### config.mk
export PLATFORM = sky130hd
export DESIGN_NAME = char_lcd_instruction_interface
export DESIGN_NICKNAME = d
export VERILOG_FILES = /design/src/logic/lcd_pkg.sv /design/src/logic/lcd_ram.sv /design/src/logic/char_lcd_instruction_interface.sv
export VERILOG_INCLUDE_DIRS = /design/src /design/src/logic
export SDC_FILE = /design/constraint.sdc
export NUM_CORES = 2
export LEC_CHECK = 0
export ABC_AREA = 1
export CORE_ASPECT_RATIO = 1.25
export CORE_MARGIN = 3
export CORE_UTILIZATION = 55
export DETAILED_ROUTE_END_ITERATION = 8
export DONT_BUFFER_PORTS = 1
export GPL_ROUTABILITY_DRIVEN = 0
export PLACE_DENSITY_LB_ADDON = 0.08
export SLEW_MARGIN = 20
export SYNTH_ARGS = -nofsm -noshare
export SYNTH_HDL_FRONTEND = slang
export SYNTH_SLANG_ARGS = --single-unit
### constraint.sdc
create_clock -name sys_clk -period 6.7 [get_ports sys_clk]
set_clock_uncertainty 0.1 [all_clocks]
set_input_delay 0.335 -clock sys_clk [delete_from_list [all_inputs] [get_ports sys_clk]]
set_output_delay 0.335 -clock sys_clk [all_outputs]
set_load 0.02 [all_outputs]
### src/logic/lcd_params.svh
// Constants of the character display instruction interface
`ifndef LCD_PARAMS_SVH
`define LCD_PARAMS_SVH

// Clock and oscillator reference
`define CLK_KHZ 100000
`define OSC_REF_KHZ 270
`define OSC_DIV (`CLK_KHZ / `OSC_REF_KHZ)

// Execution times in microseconds
`define EXEC_TIME_US 37
`define HOME_TIME_US 1520
`define ADD_TIME_US 4
`define INIT_TIME_US 10000
`define TICKS(us) (((us) * `OSC_REF_KHZ + 999) / 1000)
`define EXEC_TICKS `TICKS(`EXEC_TIME_US)
`define HOME_TICKS `TICKS(`HOME_TIME_US)
`define ADD_TICKS `TICKS(`ADD_TIME_US)
`define INIT_TICKS `TICKS(`INIT_TIME_US)

// Blink half period in oscillator ticks
`define BLINK_TICKS 102400

// Memory sizes and address map
`define DISP_DEPTH 80
`define PAT_DEPTH 64
`define LINE_LEN 7'd40
`define ONE_LEN 7'd80
`define LINE1_LAST 7'h27
`define LINE2_BASE 7'h40
`define LINE2_LAST 7'h67
`define ONE_LAST 7'h4f
`define SPACE_CODE 8'h20
`define CURSOR_ROW8 4'd7
`define CURSOR_ROW10 4'd10
`define ROWS_8 4'd7
`define ROWS_10 4'd10
`define ROWS_16 4'd15

// Power-on configuration
`define CFG_INIT 8'h82

`endif

### src/logic/lcd_pkg.sv
// Types of the character display instruction interface
package lcd_pkg;

    typedef enum logic [2:0] {
        ST_IDLE = 3'b000,
        ST_EXEC = 3'b001,
        ST_ADD = 3'b011,
        ST_CLEAR = 3'b010
    } lcd_state_t;

    typedef struct packed {
        logic bus_width;
        logic two_lines;
        logic font10;
        logic disp_on;
        logic cursor_on;
        logic blink_on;
        logic inc;
        logic shift_en;
    } lcd_cfg_t;

    typedef struct packed {
        logic wr;
        logic rd;
        logic reg_select;
        logic [7:0] wdata;
    } host_req_t;

    typedef struct packed {
        logic [15:0] com_select;
        logic [4:0] seg_data;
        logic seg_shift;
        logic seg_latch;
    } panel_t;

endpackage

### src/logic/lcd_ram.sv
// Two-read-port memory for display and pattern data
`timescale 1ns/1ps
module lcd_ram #(
    parameter int DEPTH = 80,
    parameter int AW = 7
) (
    // Clock
    input wire logic sys_clk,
    input wire logic clk_en,
    // Write port
    input wire logic we,
    input wire logic [AW-1:0] waddr,
    input wire logic [7:0] wdata,
    // Host read port
    input wire logic [AW-1:0] raddr_a,
    output logic [7:0] rdata_a,
    // Refresh read port
    input wire logic [AW-1:0] raddr_b,
    output logic [7:0] rdata_b
);
    logic [7:0] mem [DEPTH];

    always_ff @(posedge sys_clk) begin
        if (clk_en && we && 32'(waddr) < DEPTH) begin
            mem[waddr] <= wdata;
        end
    end

    // Out-of-range addresses read as zero
    always_ff @(posedge sys_clk) begin
        if (clk_en) begin
            rdata_a <= (32'(raddr_a) < DEPTH) ? mem[raddr_a] : 8'h00;
            rdata_b <= (32'(raddr_b) < DEPTH) ? mem[raddr_b] : 8'h00;
        end
    end
endmodule

### src/logic/char_lcd_instruction_interface.sv
// Character display instruction interface, timing and refresh
//
// Functional notes
// RULE_01: Nibble mode uses upper four lines only
// RULE_02: High nibble first, byte done after second
// RULE_03: Status poll takes two nibble reads
// RULE_04: Wide mode moves a byte per transfer
// RULE_05: Busy during power-on init, about 10 ms
// RULE_06: Init: clear, function, display off, entry
// RULE_07: While busy only status read executes
// RULE_08: Busy high during execution; host polls
// RULE_09: Clear fills spaces, counter to zero
// RULE_10: Home zeroes counter and shift, 1.52 ms
// RULE_11: Entry mode sets direction and shift
// RULE_12: Display control: display, cursor, blink
// RULE_13: Shift moves cursor or display, memory kept
// RULE_14: Function set: width, lines, font
// RULE_15: Bit 6 loads pattern memory address
// RULE_16: Bit 7 loads display memory address
// RULE_17: Status read gives busy and counter
// RULE_18: Cursor sits at counter's display address
// RULE_19: Unused commons stay non-selected
// RULE_20: Burst starts at last address, latch at first
// RULE_21: Refresh reads separate from host accesses
// RULE_22: Host sees only instruction and data registers
// RULE_23: Counter steps after busy clears, 4 us
// RULE_24: Width bit chooses byte or nibble transfers
// RULE_25: Execution times scale with oscillator rate
// RULE_26: Delays counted in oscillator ticks
// RULE_27: Clear busy at least as long as home
`timescale 1ns/1ps
`include "lcd_params.svh"
module char_lcd_instruction_interface import lcd_pkg::*; #(
    parameter int OSC_DIV = `OSC_DIV,
    parameter int BLINK_TICKS = `BLINK_TICKS
) (
    // Clock and reset
    input wire logic sys_clk,
    input wire logic resetn,
    input wire logic clk_en,
    // Host register port
    input wire host_req_t host_req,
    output logic [7:0] host_rdata,
    output logic busy_flag,
    // Panel drive
    output panel_t panel
);
    lcd_state_t state_reg;
    lcd_cfg_t cfg_reg;
    logic [6:0] addr_counter;
    logic cg_mode_reg;
    logic [6:0] offset_reg;
    logic [11:0] tick_reg;
    logic [6:0] clr_idx_reg;
    logic init_reg;
    logic pend_add_reg;
    logic pend_shift_reg;
    logic settled_reg;
    logic [15:0] div_reg;
    logic osc_tick;
    logic half_wr_reg;
    logic half_rd_reg;
    logic [3:0] hi_nib_reg;
    logic [7:0] rdata_reg;
    logic [16:0] blink_cnt_reg;
    logic blink_phase_reg;
    logic [3:0] row_reg;
    logic [2:0] pos_reg;
    logic [1:0] phase_reg;
    logic scan_run_reg;
    logic [7:0] code_reg;
    logic hit_reg;
    panel_t panel_reg;
    logic nibble;
    logic wr_done;
    logic rd_done;
    logic [7:0] wr_byte;
    logic ready;
    logic accept_wr;
    logic accept_drd;
    logic [7:0] rd_byte;
    logic [7:0] disp_q_a;
    logic [7:0] disp_q_b;
    logic [7:0] pat_q_a;
    logic [7:0] pat_q_b;
    logic disp_we;
    logic pat_we;
    logic [6:0] disp_waddr;
    logic [7:0] disp_wdata;
    logic [6:0] col;
    logic [6:0] scan_addr;
    logic [6:0] scan_idx;
    logic [3:0] char_row;
    logic [3:0] rows_last;
    logic [3:0] cursor_row;
    logic [5:0] pat_raddr;
    logic [4:0] pix;
    logic tall_font;

    // Counter step with line wrap
    function automatic logic [6:0] ac_step(input logic [6:0] a, input logic up,
                                           input logic cg, input logic two);
        logic [6:0] r;
        r = up ? a + 7'd1 : a - 7'd1;
        if (cg) begin
            r = {1'b0, r[5:0]};
        end else if (two) begin
            if (up && a == `LINE1_LAST) begin
                r = `LINE2_BASE;
            end else if (up && a == `LINE2_LAST) begin
                r = 7'h00;
            end else if (!up && a == 7'h00) begin
                r = `LINE2_LAST;
            end else if (!up && a == `LINE2_BASE) begin
                r = `LINE1_LAST;
            end
        end else begin
            if (up && a == `ONE_LAST) begin
                r = 7'h00;
            end else if (!up && a == 7'h00) begin
                r = `ONE_LAST;
            end
        end
        return r;
    endfunction

    // Display shift offset step within one line
    function automatic logic [6:0] offset_step(input logic [6:0] o, input logic up,
                                               input logic two);
        logic [6:0] len;
        len = two ? `LINE_LEN : `ONE_LEN;
        if (up) begin
            return (o == len - 7'd1) ? 7'h00 : o + 7'd1;
        end
        return (o == 7'h00) ? len - 7'd1 : o - 7'd1;
    endfunction

    // Second line stored after the first
    function automatic logic [6:0] disp_index(input logic [6:0] a, input logic two);
        return (two && a[6]) ? a - `LINE2_BASE + `LINE_LEN : a;
    endfunction

    // Oscillator tick divider
    always_ff @(posedge sys_clk or negedge resetn) begin
        if (!resetn) begin
            div_reg <= 16'h0000;
        end else if (clk_en) begin
            div_reg <= (div_reg == 16'(OSC_DIV - 1)) ? 16'h0000 : div_reg + 16'h0001;
        end
    end
    assign osc_tick = clk_en && div_reg == 16'(OSC_DIV - 1); // RULE_25

    // Transfer assembly
    assign nibble = !cfg_reg.bus_width; // RULE_24
    assign wr_done = host_req.wr && (!nibble || half_wr_reg); // RULE_02
    assign rd_done = host_req.rd && (!nibble || half_rd_reg); // RULE_03
    assign wr_byte = nibble ? {hi_nib_reg, host_req.wdata[7:4]} : host_req.wdata; // RULE_01 RULE_04
    assign ready = state_reg == ST_IDLE && settled_reg;
    assign accept_wr = clk_en && wr_done && ready; // RULE_07
    assign accept_drd = clk_en && rd_done && host_req.reg_select && ready; // RULE_07
    assign busy_flag = state_reg == ST_EXEC || state_reg == ST_CLEAR; // RULE_08 RULE_05

    // Status or data byte
    always_comb begin
        if (!host_req.reg_select) begin
            rd_byte = {busy_flag, addr_counter}; // RULE_17 RULE_22
        end else if (ready) begin
            rd_byte = cg_mode_reg ? pat_q_a : disp_q_a;
        end else begin
            rd_byte = 8'h00;
        end
    end

    // Host port: nibble halves and read data
    always_ff @(posedge sys_clk or negedge resetn) begin
        if (!resetn) begin
            half_wr_reg <= 1'b0;
            half_rd_reg <= 1'b0;
            hi_nib_reg <= 4'h0;
            rdata_reg <= 8'h00;
        end else if (clk_en) begin
            if (host_req.wr) begin
                hi_nib_reg <= host_req.wdata[7:4];
                half_wr_reg <= nibble && !half_wr_reg; // RULE_02
            end
            if (host_req.rd) begin
                half_rd_reg <= nibble && !half_rd_reg;
                if (!nibble) begin
                    rdata_reg <= rd_byte; // RULE_04
                end else if (!half_rd_reg) begin
                    rdata_reg <= {rd_byte[7:4], 4'h0}; // RULE_03
                end else begin
                    rdata_reg <= {rd_byte[3:0], 4'h0}; // RULE_03
                end
            end else begin
                rdata_reg <= 8'h00;
            end
        end
    end
    assign host_rdata = rdata_reg;

    // Instruction execution and timing
    always_ff @(posedge sys_clk or negedge resetn) begin
        if (!resetn) begin
            state_reg <= ST_CLEAR;
            init_reg <= 1'b1;
            cfg_reg <= `CFG_INIT;
            addr_counter <= 7'h00;
            cg_mode_reg <= 1'b0;
            offset_reg <= 7'h00;
            tick_reg <= 12'h000;
            clr_idx_reg <= 7'h00;
            pend_add_reg <= 1'b0;
            pend_shift_reg <= 1'b0;
        end else if (clk_en) begin
            case (state_reg)
                ST_IDLE: begin
                    if (accept_wr || accept_drd) begin
                        tick_reg <= 12'(`EXEC_TICKS); // RULE_26
                        state_reg <= ST_EXEC;
                        pend_add_reg <= host_req.reg_select; // RULE_23
                        pend_shift_reg <= accept_wr && host_req.reg_select && cfg_reg.shift_en && !cg_mode_reg;
                    end
                    if (accept_wr && !host_req.reg_select) begin
                        casez (wr_byte)
                            8'b1???????: begin
                                addr_counter <= wr_byte[6:0]; // RULE_16
                                cg_mode_reg <= 1'b0;
                            end
                            8'b01??????: begin
                                addr_counter <= {1'b0, wr_byte[5:0]}; // RULE_15
                                cg_mode_reg <= 1'b1;
                            end
                            8'b001?????: begin
                                cfg_reg.bus_width <= wr_byte[4]; // RULE_14
                                cfg_reg.two_lines <= wr_byte[3];
                                cfg_reg.font10 <= wr_byte[2];
                                offset_reg <= 7'h00;
                            end
                            8'b0001????: begin
                                if (wr_byte[3]) begin
                                    offset_reg <= offset_step(offset_reg, !wr_byte[2],
                                                              cfg_reg.two_lines); // RULE_13
                                end else begin
                                    addr_counter <= ac_step(addr_counter, wr_byte[2],
                                                            cg_mode_reg, cfg_reg.two_lines); // RULE_13
                                end
                            end
                            8'b00001???: begin
                                cfg_reg.disp_on <= wr_byte[2]; // RULE_12
                                cfg_reg.cursor_on <= wr_byte[1];
                                cfg_reg.blink_on <= wr_byte[0];
                            end
                            8'b000001??: begin
                                cfg_reg.inc <= wr_byte[1]; // RULE_11
                                cfg_reg.shift_en <= wr_byte[0];
                            end
                            8'b0000001?: begin
                                addr_counter <= 7'h00; // RULE_10
                                cg_mode_reg <= 1'b0;
                                offset_reg <= 7'h00;
                                tick_reg <= 12'(`HOME_TICKS); // RULE_10
                            end
                            8'b00000001: begin
                                clr_idx_reg <= 7'h00; // RULE_09
                                state_reg <= ST_CLEAR;
                            end
                            default: begin
                            end
                        endcase
                    end
                end
                ST_CLEAR: begin
                    clr_idx_reg <= clr_idx_reg + 7'd1;
                    if (clr_idx_reg == 7'(`DISP_DEPTH - 1)) begin
                        addr_counter <= 7'h00; // RULE_09
                        cg_mode_reg <= 1'b0;
                        offset_reg <= 7'h00;
                        cfg_reg.inc <= 1'b1;
                        state_reg <= ST_EXEC;
                        init_reg <= 1'b0;
                        if (init_reg) begin
                            cfg_reg <= `CFG_INIT; // RULE_06
                            tick_reg <= 12'(`INIT_TICKS); // RULE_05
                        end else begin
                            tick_reg <= 12'(`HOME_TICKS); // RULE_27
                        end
                    end
                end
                ST_EXEC: begin
                    if (osc_tick) begin
                        if (tick_reg <= 12'h001) begin
                            tick_reg <= 12'(`ADD_TICKS);
                            state_reg <= pend_add_reg ? ST_ADD : ST_IDLE;
                        end else begin
                            tick_reg <= tick_reg - 12'h001; // RULE_26
                        end
                    end
                end
                ST_ADD: begin
                    if (osc_tick) begin
                        if (tick_reg <= 12'h001) begin
                            addr_counter <= ac_step(addr_counter, cfg_reg.inc,
                                                    cg_mode_reg, cfg_reg.two_lines); // RULE_23
                            if (pend_shift_reg) begin
                                offset_reg <= offset_step(offset_reg, cfg_reg.inc, cfg_reg.two_lines);
                            end
                            pend_add_reg <= 1'b0;
                            pend_shift_reg <= 1'b0;
                            state_reg <= ST_IDLE;
                        end else begin
                            tick_reg <= tick_reg - 12'h001; // RULE_23
                        end
                    end
                end
                default: begin
                    state_reg <= ST_IDLE;
                end
            endcase
        end
    end

    // Read port settles one cycle after idle
    always_ff @(posedge sys_clk or negedge resetn) begin
        if (!resetn) begin
            settled_reg <= 1'b0;
        end else if (clk_en) begin
            settled_reg <= state_reg == ST_IDLE;
        end
    end

    // Host and clear writes
    assign disp_we = state_reg == ST_CLEAR || (accept_wr && host_req.reg_select && !cg_mode_reg);
    assign pat_we = accept_wr && host_req.reg_select && cg_mode_reg;
    assign disp_waddr = (state_reg == ST_CLEAR) ? clr_idx_reg
                                                : disp_index(addr_counter, cfg_reg.two_lines);
    assign disp_wdata = (state_reg == ST_CLEAR) ? `SPACE_CODE : wr_byte; // RULE_09

    // Blink phase
    always_ff @(posedge sys_clk or negedge resetn) begin
        if (!resetn) begin
            blink_cnt_reg <= 17'h00000;
            blink_phase_reg <= 1'b0;
        end else if (osc_tick) begin
            if (blink_cnt_reg == 17'(BLINK_TICKS - 1)) begin
                blink_cnt_reg <= 17'h00000;
                blink_phase_reg <= !blink_phase_reg;
            end else begin
                blink_cnt_reg <= blink_cnt_reg + 17'h00001;
            end
        end
    end

    // Refresh addressing
    assign tall_font = cfg_reg.font10 && !cfg_reg.two_lines;
    assign rows_last = cfg_reg.two_lines ? `ROWS_16 : (tall_font ? `ROWS_10 : `ROWS_8);
    assign cursor_row = tall_font ? `CURSOR_ROW10 : `CURSOR_ROW8;
    assign char_row = cfg_reg.two_lines ? {1'b0, row_reg[2:0]} : row_reg;
    always_comb begin
        col = 7'({4'h0, pos_reg} + offset_reg);
        if (col >= (cfg_reg.two_lines ? `LINE_LEN : `ONE_LEN)) begin
            col = col - (cfg_reg.two_lines ? `LINE_LEN : `ONE_LEN);
        end
        scan_addr = (cfg_reg.two_lines && row_reg[3]) ? `LINE2_BASE + col : col;
        scan_idx = disp_index(scan_addr, cfg_reg.two_lines); // RULE_21
    end
    assign pat_raddr = tall_font ? {disp_q_b[2:1], char_row} : {disp_q_b[2:0], char_row[2:0]};

    // Pixel row with cursor and blink
    always_comb begin
        pix = (code_reg[7:4] == 4'h0) ? pat_q_b[4:0] : 5'h00;
        if (hit_reg && cfg_reg.blink_on && blink_phase_reg) begin
            pix = 5'h00;
        end
        if (hit_reg && cfg_reg.cursor_on && char_row == cursor_row) begin
            pix = 5'h1f; // RULE_18
        end
        if (!cfg_reg.disp_on) begin
            pix = 5'h00;
        end
    end

    // Row scanner: last position first, latch on the first
    always_ff @(posedge sys_clk or negedge resetn) begin
        if (!resetn) begin
            row_reg <= 4'h0;
            pos_reg <= 3'h7;
            phase_reg <= 2'h0;
            scan_run_reg <= 1'b0;
            code_reg <= 8'h00;
            hit_reg <= 1'b0;
            panel_reg <= '0;
        end else if (clk_en) begin
            panel_reg.seg_shift <= 1'b0;
            panel_reg.seg_latch <= 1'b0;
            if (!scan_run_reg) begin
                if (osc_tick) begin
                    scan_run_reg <= 1'b1;
                    pos_reg <= 3'h7; // RULE_20
                    phase_reg <= 2'h0;
                end
            end else if (phase_reg == 2'h0) begin
                phase_reg <= 2'h1;
            end else if (phase_reg == 2'h1) begin
                code_reg <= disp_q_b;
                hit_reg <= !cg_mode_reg && scan_addr == addr_counter; // RULE_18
                phase_reg <= 2'h2;
            end else begin
                panel_reg.seg_data <= pix;
                panel_reg.seg_shift <= 1'b1;
                phase_reg <= 2'h0;
                if (pos_reg == 3'h0) begin
                    panel_reg.seg_latch <= 1'b1; // RULE_20
                    panel_reg.com_select <= 16'h0001 << row_reg; // RULE_19
                    row_reg <= (row_reg >= rows_last) ? 4'h0 : row_reg + 4'h1; // RULE_19
                    scan_run_reg <= 1'b0;
                end else begin
                    pos_reg <= pos_reg - 3'h1;
                end
            end
        end
    end
    assign panel = panel_reg;

    lcd_ram #(
        .DEPTH(`DISP_DEPTH),
        .AW(7)
    ) u_display_mem (
        .sys_clk(sys_clk),
        .clk_en(clk_en),
        .we(disp_we),
        .waddr(disp_waddr),
        .wdata(disp_wdata),
        .raddr_a(disp_index(addr_counter, cfg_reg.two_lines)),
        .rdata_a(disp_q_a),
        .raddr_b(scan_idx),
        .rdata_b(disp_q_b)
    );

    lcd_ram #(
        .DEPTH(`PAT_DEPTH),
        .AW(6)
    ) u_pattern_mem (
        .sys_clk(sys_clk),
        .clk_en(clk_en),
        .we(pat_we),
        .waddr(addr_counter[5:0]),
        .wdata(wr_byte),
        .raddr_a(addr_counter[5:0]),
        .rdata_a(pat_q_a),
        .raddr_b(pat_raddr),
        .rdata_b(pat_q_b)
    );
endmodule

* Yosys cells after proc, flatten, opt, wreduce, memory -nomap -nowiden *
Memories as Yosys holds them, arrays and structs flattened. A register that Yosys moved wholly into a read port is not among the register bits.
Cells that the tools add are included.

operators by class
  $add $sub $neg = 18
  div/mod/pow operators = 0
  equality and inequality tests = 43
  shift operators = 1
  bitwise operators = 2
  multiplexer cells = 137
  order comparisons = 6
  reductions and logical operators = 88
  multipliers = 0

operators by type and width
  kind                   number
  $mux 7                 42
  $mux 12                9
  $mux 8                 11
  $pmux 12 s4            1
  $mux 3                 15
  $pmux 7 s3             2
  $logic_and 1x1->1      39
  $reduce_and 6->1       5
  $eq 7x7->1 const B     4
  $mux 1                 28
  $pmux 7 s2             2
  $pmux 7 s4             1
  $reduce_and 5->1       5
  $add 7x1->7 const B    3
  $lt 7x7->1 const B     3
  $sub 7x1->7 const B    3
  $mux 4                 5
  $mux 5                 4
  $ne 2x2->1 const B     10
  $mux 2                 9
  $add 17x1->17 const B  1
  $eq 17x17->1 const B   1
  $mux 17                1
  $add 16x1->16 const B  1
  other kinds (48)       90

storage, ports and cells
  input bits = 14
  output and inout bits = 32
  flip-flop bits (word level) = 139
  bits in writable memories = 1,152
  bits in read-only memories = 0
  bits in latches = 0
  memories kept = 2
  logic and storage cells = 332

memories
  memory             words  width  read ports  clocked after memory_dff  wr ports  line           text
  u_display_mem.mem  80     8      2           2                         1         lcd_ram.sv:21  logic [7:0] mem [DEPTH];
  u_pattern_mem.mem  64     8      2           2                         1         lcd_ram.sv:21

* Logic depth before layout (Yosys ltp) *
  depth in word-level cells = 13
  mapped depth = 28
  depth with buffers taken out = 28

* Cells and area by module *
Synthesis repeated with hierarchy kept, for this count alone.

second synthesis, totals
  cells, all modules = 8,327
  area total of the unflattened synthesis = 71,034.4 um^2

by module, submodules not included
  module                          instances  cells an instance  area each (um^2)
  lcd_ram (u_display_mem)         1          3,928              34,266.6
  lcd_ram (u_pattern_mem)         1          3,006              26,964.6
  char_lcd_instruction_interface  1          1,393              9,803.2

* Worst setup path before layout *
Ideal clock, no wire load.

  path kind = flip-flop to flip-flop
  from = register cfg_reg[7] in the netlist's numbering
  to = memory u_display_mem.mem[0][3] (data pin)
  library setup time = 0.580 ns
  data required time = 6.020 ns
  arrival = 4.627 ns
  slack = 1.393 ns
  cell stages (with the launch flop) = 6
  path through = dfstp_2 buf_6 buf_6 o21ai_1 inv_1 nor2_1

on the way
  longest elaborated chain between the ends = 2

ends and longest elaborated chain
  what                        line                                   text
  start: declaration          char_lcd_instruction_interface.sv:49   lcd_cfg_t cfg_reg;
  start signal: assignment    char_lcd_instruction_interface.sv:207  cfg_reg <= `CFG_INIT;
  start signal: assignment    char_lcd_instruction_interface.sv:283  cfg_reg <= `CFG_INIT;
  $mux 8                      char_lcd_instruction_interface.sv:157  assign wr_byte = nibble ? {hi_nib_reg, host_req.wdata[7:4]} : host_req.wdata;
  via u_pattern_mem.wdata[3]  lcd_ram.sv:13                          input wire logic [7:0] wdata,
  $mux 8                      char_lcd_instruction_interface.sv:337  assign disp_wdata = (state_reg == ST_CLEAR) ? `SPACE_CODE : wr_byte;
  via disp_wdata[3]           char_lcd_instruction_interface.sv:89   logic [7:0] disp_wdata;
  end: declaration            lcd_ram.sv:21

The timed path passes the listed nets, and every way through them passes these cells.

* Worst setup path after layout *
  from = register pos_reg[0]
  to = register u_display_mem.rdata_b[7] (read register of u_display_mem.mem) (data pin)

on the way
  longest elaborated chain between the ends = 10
  elaborated cells on any way between the ends = 12
  classes of those cells = 5 x add/sub; 2 x order compare; 3 x mux; 2 x reduce/logical

ends and longest elaborated chain
  what                                       line                                                                          text
  start: declaration                         char_lcd_instruction_interface.sv:68                                          logic [2:0] pos_reg;
  start signal: assignment                   char_lcd_instruction_interface.sv:418                                         pos_reg <= pos_reg - 3'h1;
  $add 3x7->7 *                              char_lcd_instruction_interface.sv:360                                         col = 7'({4'h0, pos_reg} + offset_reg);
  $sub 7x7->7 or $ge 7x7->1 (tied branches)  char_lcd_instruction_interface.sv:362, char_lcd_instruction_interface.sv:361
  $mux 7 *                                   char_lcd_instruction_interface.sv:361                                         if (col >= (cfg_reg.two_lines ? `LINE_LEN : `ONE_LEN)) begin
  $add 7x7->7 (no line)                      -
  $mux 7 *                                   char_lcd_instruction_interface.sv:364                                         scan_addr = (cfg_reg.two_lines && row_reg[3]) ? `LINE2_BASE + col : col;
  $sub 7x7->7 (no line)                      -
  $add 7x6->7 (no line)                      -
  $mux 7 *                                   char_lcd_instruction_interface.sv:140                                         return (two && a[6]) ? a - `LINE2_BASE + `LINE_LEN : a;
  $lt 7x7->1                                 lcd_ram.sv:33                                                                 rdata_b <= (32'(raddr_b) < DEPTH) ? mem[raddr_b] : 8'h00;
  $logic_not 1->1 (no line)                  -
  end: declaration                           lcd_ram.sv:19                                                                 output logic [7:0] rdata_b

Every way passes the cells marked *; elsewhere a longest branch is shown, timed or not.
A chain may end at the register's enable or synchronous reset.

==> flow_summary.yaml <==
outcome:
  status: "finished, final reports clean"
floorplan:
  die_area_mm2: 0.1166
  die_x_um: 306.0
  start_util_pct: 55.87
  rows: 136
  coreArea_mm2: 0.1108
  pin_count: 46
  die_h_um: 381.1
global_routing:
  grt_overflow: 0
  grt_max_degree: 154
  grt_pass1_wl_um: 305600
  grt_pass1_vias: 46230
  antenna_found_initial: 1
  gr-usage-all-layers_pct: 35.58
power:
  p_sw_uw: 19330
  clock_power_share_pct: 18.9
  p_int_uw: 20030
  sequentialPowerShare_pct: 27.8
  irDropWorstVdd_v: 0.0006782
  power_density_mw_per_mm2: 581.6
  leakage_uw: 0.02445
  sw_frac_of_total_pct: 49.12
  combPwrFrac_pct: 53.3
detailed_routing:
  drc: 0
  viasPerCell: 6.581
  drt_first_pass_iters: 6
  route.met2.wl_um: 97300
  drtIter0Drc: 6918
  routedWlPerCell_um: 28.35
  routed_wl_um: 210400
  drt-met1-wl_um: 74220
  num_vias: 48838
  final_antenna_net_count: 0
  top_layer_used: "met4"
  route.met3.wl_um: 20570
sta:
  grt_setup_unrepaired: "no"
  fin_crit_ns: 4.750
  max_freq_mhz: 210.5
  relSlewSlack_pct: 25.21
  worstMarginPinSlew_ns: 1.118
  fin_crit_sh_pct: 70.90
  finalSetupTns_ns: 0
  drv_slew: 0
  setup_viol: 0
  hold_viol_final: 0
clock_network:
  cts_tree: "done"
  ctsRootBufferMaster: "clkbuf_16"
  worstSkewPairLatency_ns: 0.78
  cts_sinks: 1315
  htree_num_levels: 4
  clk_path_buf_depth: 3
  cts_setup_buffers: 0
  cts_made_buffers: 137
  clkSlewWorstSetupHoldPaths_ns: 0.06
final_layout:
  fill_cells: 9050
  largest_reg_flops: 640
  final_nets: 5916
  drive_gt1_share_pct: 6.666
  syn2layout_area_growth_pct: 9.364
  fin_util_pct: 61.10
synth:
  synth-seq-cells: 1315
  synth-main-ff-cell: "edfxtp_1"
  synth-xor-area-share_pct: 0.6894
  async_flop_share_pct: 10.27
  synthSimpleGateAreaFrac_pct: 14.78
  netlist.top_cell.by_area: "edfxtp_1"
  yosys-top-cells-count: "edfxtp_1 (1180), nand2_1 (993), o21ai_0 (625)"
  synth_warnings: 0
  synth.most_common_cell: "edfxtp_1"
  synth_area_leaders: "edfxtp_1 (57%), nand2_1 (6.0%), dfrtp_1 (5.2%), o21ai_0 (5.1%), a21oi_1 (3.1%)"
  synthCells: 5983
  synth-seq-area-share_pct: 62.72
  yosysUniqueCellTypes: 69
  synth_area_per_cell_um2: 10.34
  synth_edf_count: 1180
  synth-compound-area-share_pct: 15.31
  synthAdderAreaFrac_pct: 0.7318
  synthMuxAreaShare_pct: 0.01617
  netlist.area_leader.share_pct: 57.25
  post_synth_instance_area_mm2: 0.06189
  synth_top_family_by_area: "compound AO/OA/AOI/OAI gates"
  syn_nets: 6032
setup_path:
  cp_data_required_time_ns: 7.12
  worst-setup-path-type: "register to register"
  setup.worst_path.start_class: "register"
  endpoint_kind: "register"
  crit_arrival_ns: 5.17
  cp_max_fo: 15
job:
  drv_cap: 0
hold_path:
  hold_class: "primary input to asynchronous set/reset pin"
place:
  dp_hpwl_um: 127800
  port_buffers: 0
[critical path, stage by stage (launching register included)]
cell and delay (ns):
dfstp_2 0.56, ha_4 0.13, inv_1 0.05, fa_4 0.43, inv_1 0.10, nand3_1 0.07, nand2_1 0.11, xor2_1 0.26
inv_1 0.11, fa_1 0.42, a21oi_1 0.27, nand2_4 0.11, inv_2 0.09, nand2_2 0.05, nand2_2 0.15, inv_1 0.12
ha_1 0.21, nand2_1 0.07, nand2_1 0.05, nand2_1 0.05, nand2_1 0.34, inv_1 0.35, nand3_1 0.13, nand3_1 0.12
nand2_1 0.06
[final cells by class]
type,count,area (µm²),area share (%)
timing repair buffer,100,958.4,1.416
sequential,1315,38830,57.36
inverter,553,2105,3.109
antenna,1,2.502,0.003697
clock inverter,49,452.9,0.6692
clock buffer,194,3840,5.673
tap,1449,1813,2.678
multi-input combinational,3760,19690,29.09
[per-layer routing]
metal  up-vias  global-route usage [%]
li1      21298                       -
met1     23494                   43.43
met2      3256                   56.85
met3       790                   6.655
met4         0                   26.00
met5         -                       0
[layout by cell type, fill, tap and decap left out, types with 33 or more instances in the layout]
cell	count
edfxtp_1	1180
nand2_1	990
o21ai_0	623
inv_1	509
nor2_1	493
a21oi_1	389
nand3_1	369
clkbuf_16	143
a221oi_1	139
a22oi_1	125
dfrtp_1	125
nand4_1	122
buf_4	75
o22ai_1	64
o211ai_1	48
clkbuf_1	44
xor2_1	40
nor3_1	36
o2111ai_1	33
[cell families after synthesis]
family,count (synthesis)
AO/OA/AOI/OAI,1566
XOR/XNOR,47
adder cells (fa/ha/maj),35
buffers and inverters,908
flip-flops,1315
multiplexers,1
AND/OR/NAND/NOR,2111
[path summary, 6_finish.rpt]
| path | startpoint | slack (ns) | cells past startpoint | end |
|---|---|---|---|---|
| min | resetn | 0.12 | 2 | panel[20] |
| min reg2reg | u_display_mem.rdata_b[7] | 0.35 | 2 | code_reg[7] |
| min in group sys_clk | host_req[8] | 0.18 | 2 | host_rdata[5] |
| max reg2reg | pos_reg[0] | 1.95 | 24 | u_display_mem.rdata_b[7] |
| max | pos_reg[0] | 1.95 | 24 | u_display_mem.rdata_b[7] |
| max in group asynchronous | resetn | 5.78 | 2 | code_reg[7] |
[power groups by stage]
stage	clock (µW)	sequential (µW)	combinational, µW
global placement	0	11100	20000
finish	7440	10900	21000
global route	7820	11000	22200
floorplan	0	10800	12900
detailed placement	0	11100	20200
CTS	7480	10900	20300
[timing repair]
action / CTS / global route
gates resized for setup: 0 / 0
endpoints found under the hold margin: 215 / 0
hold buffers: 14 / 0
[per-stage QoR]
stage                     power, µW  setup slack, ns  std cells  hold slack [ns]  area [µm²]
after global placement        31110            2.164       7162         -0.05776       63200
after CTS                     38700            2.041       7419          0.02821       67660
final                         39370            1.950       7421           0.1161       67690
after global routing          41030            1.650       7420           0.1454       67680
after floorplan               23700            1.393       5983         -0.06059       61890
after detailed placement      31270            2.069       7162         -0.05733       63200
(Power assumes the default switching activity.)
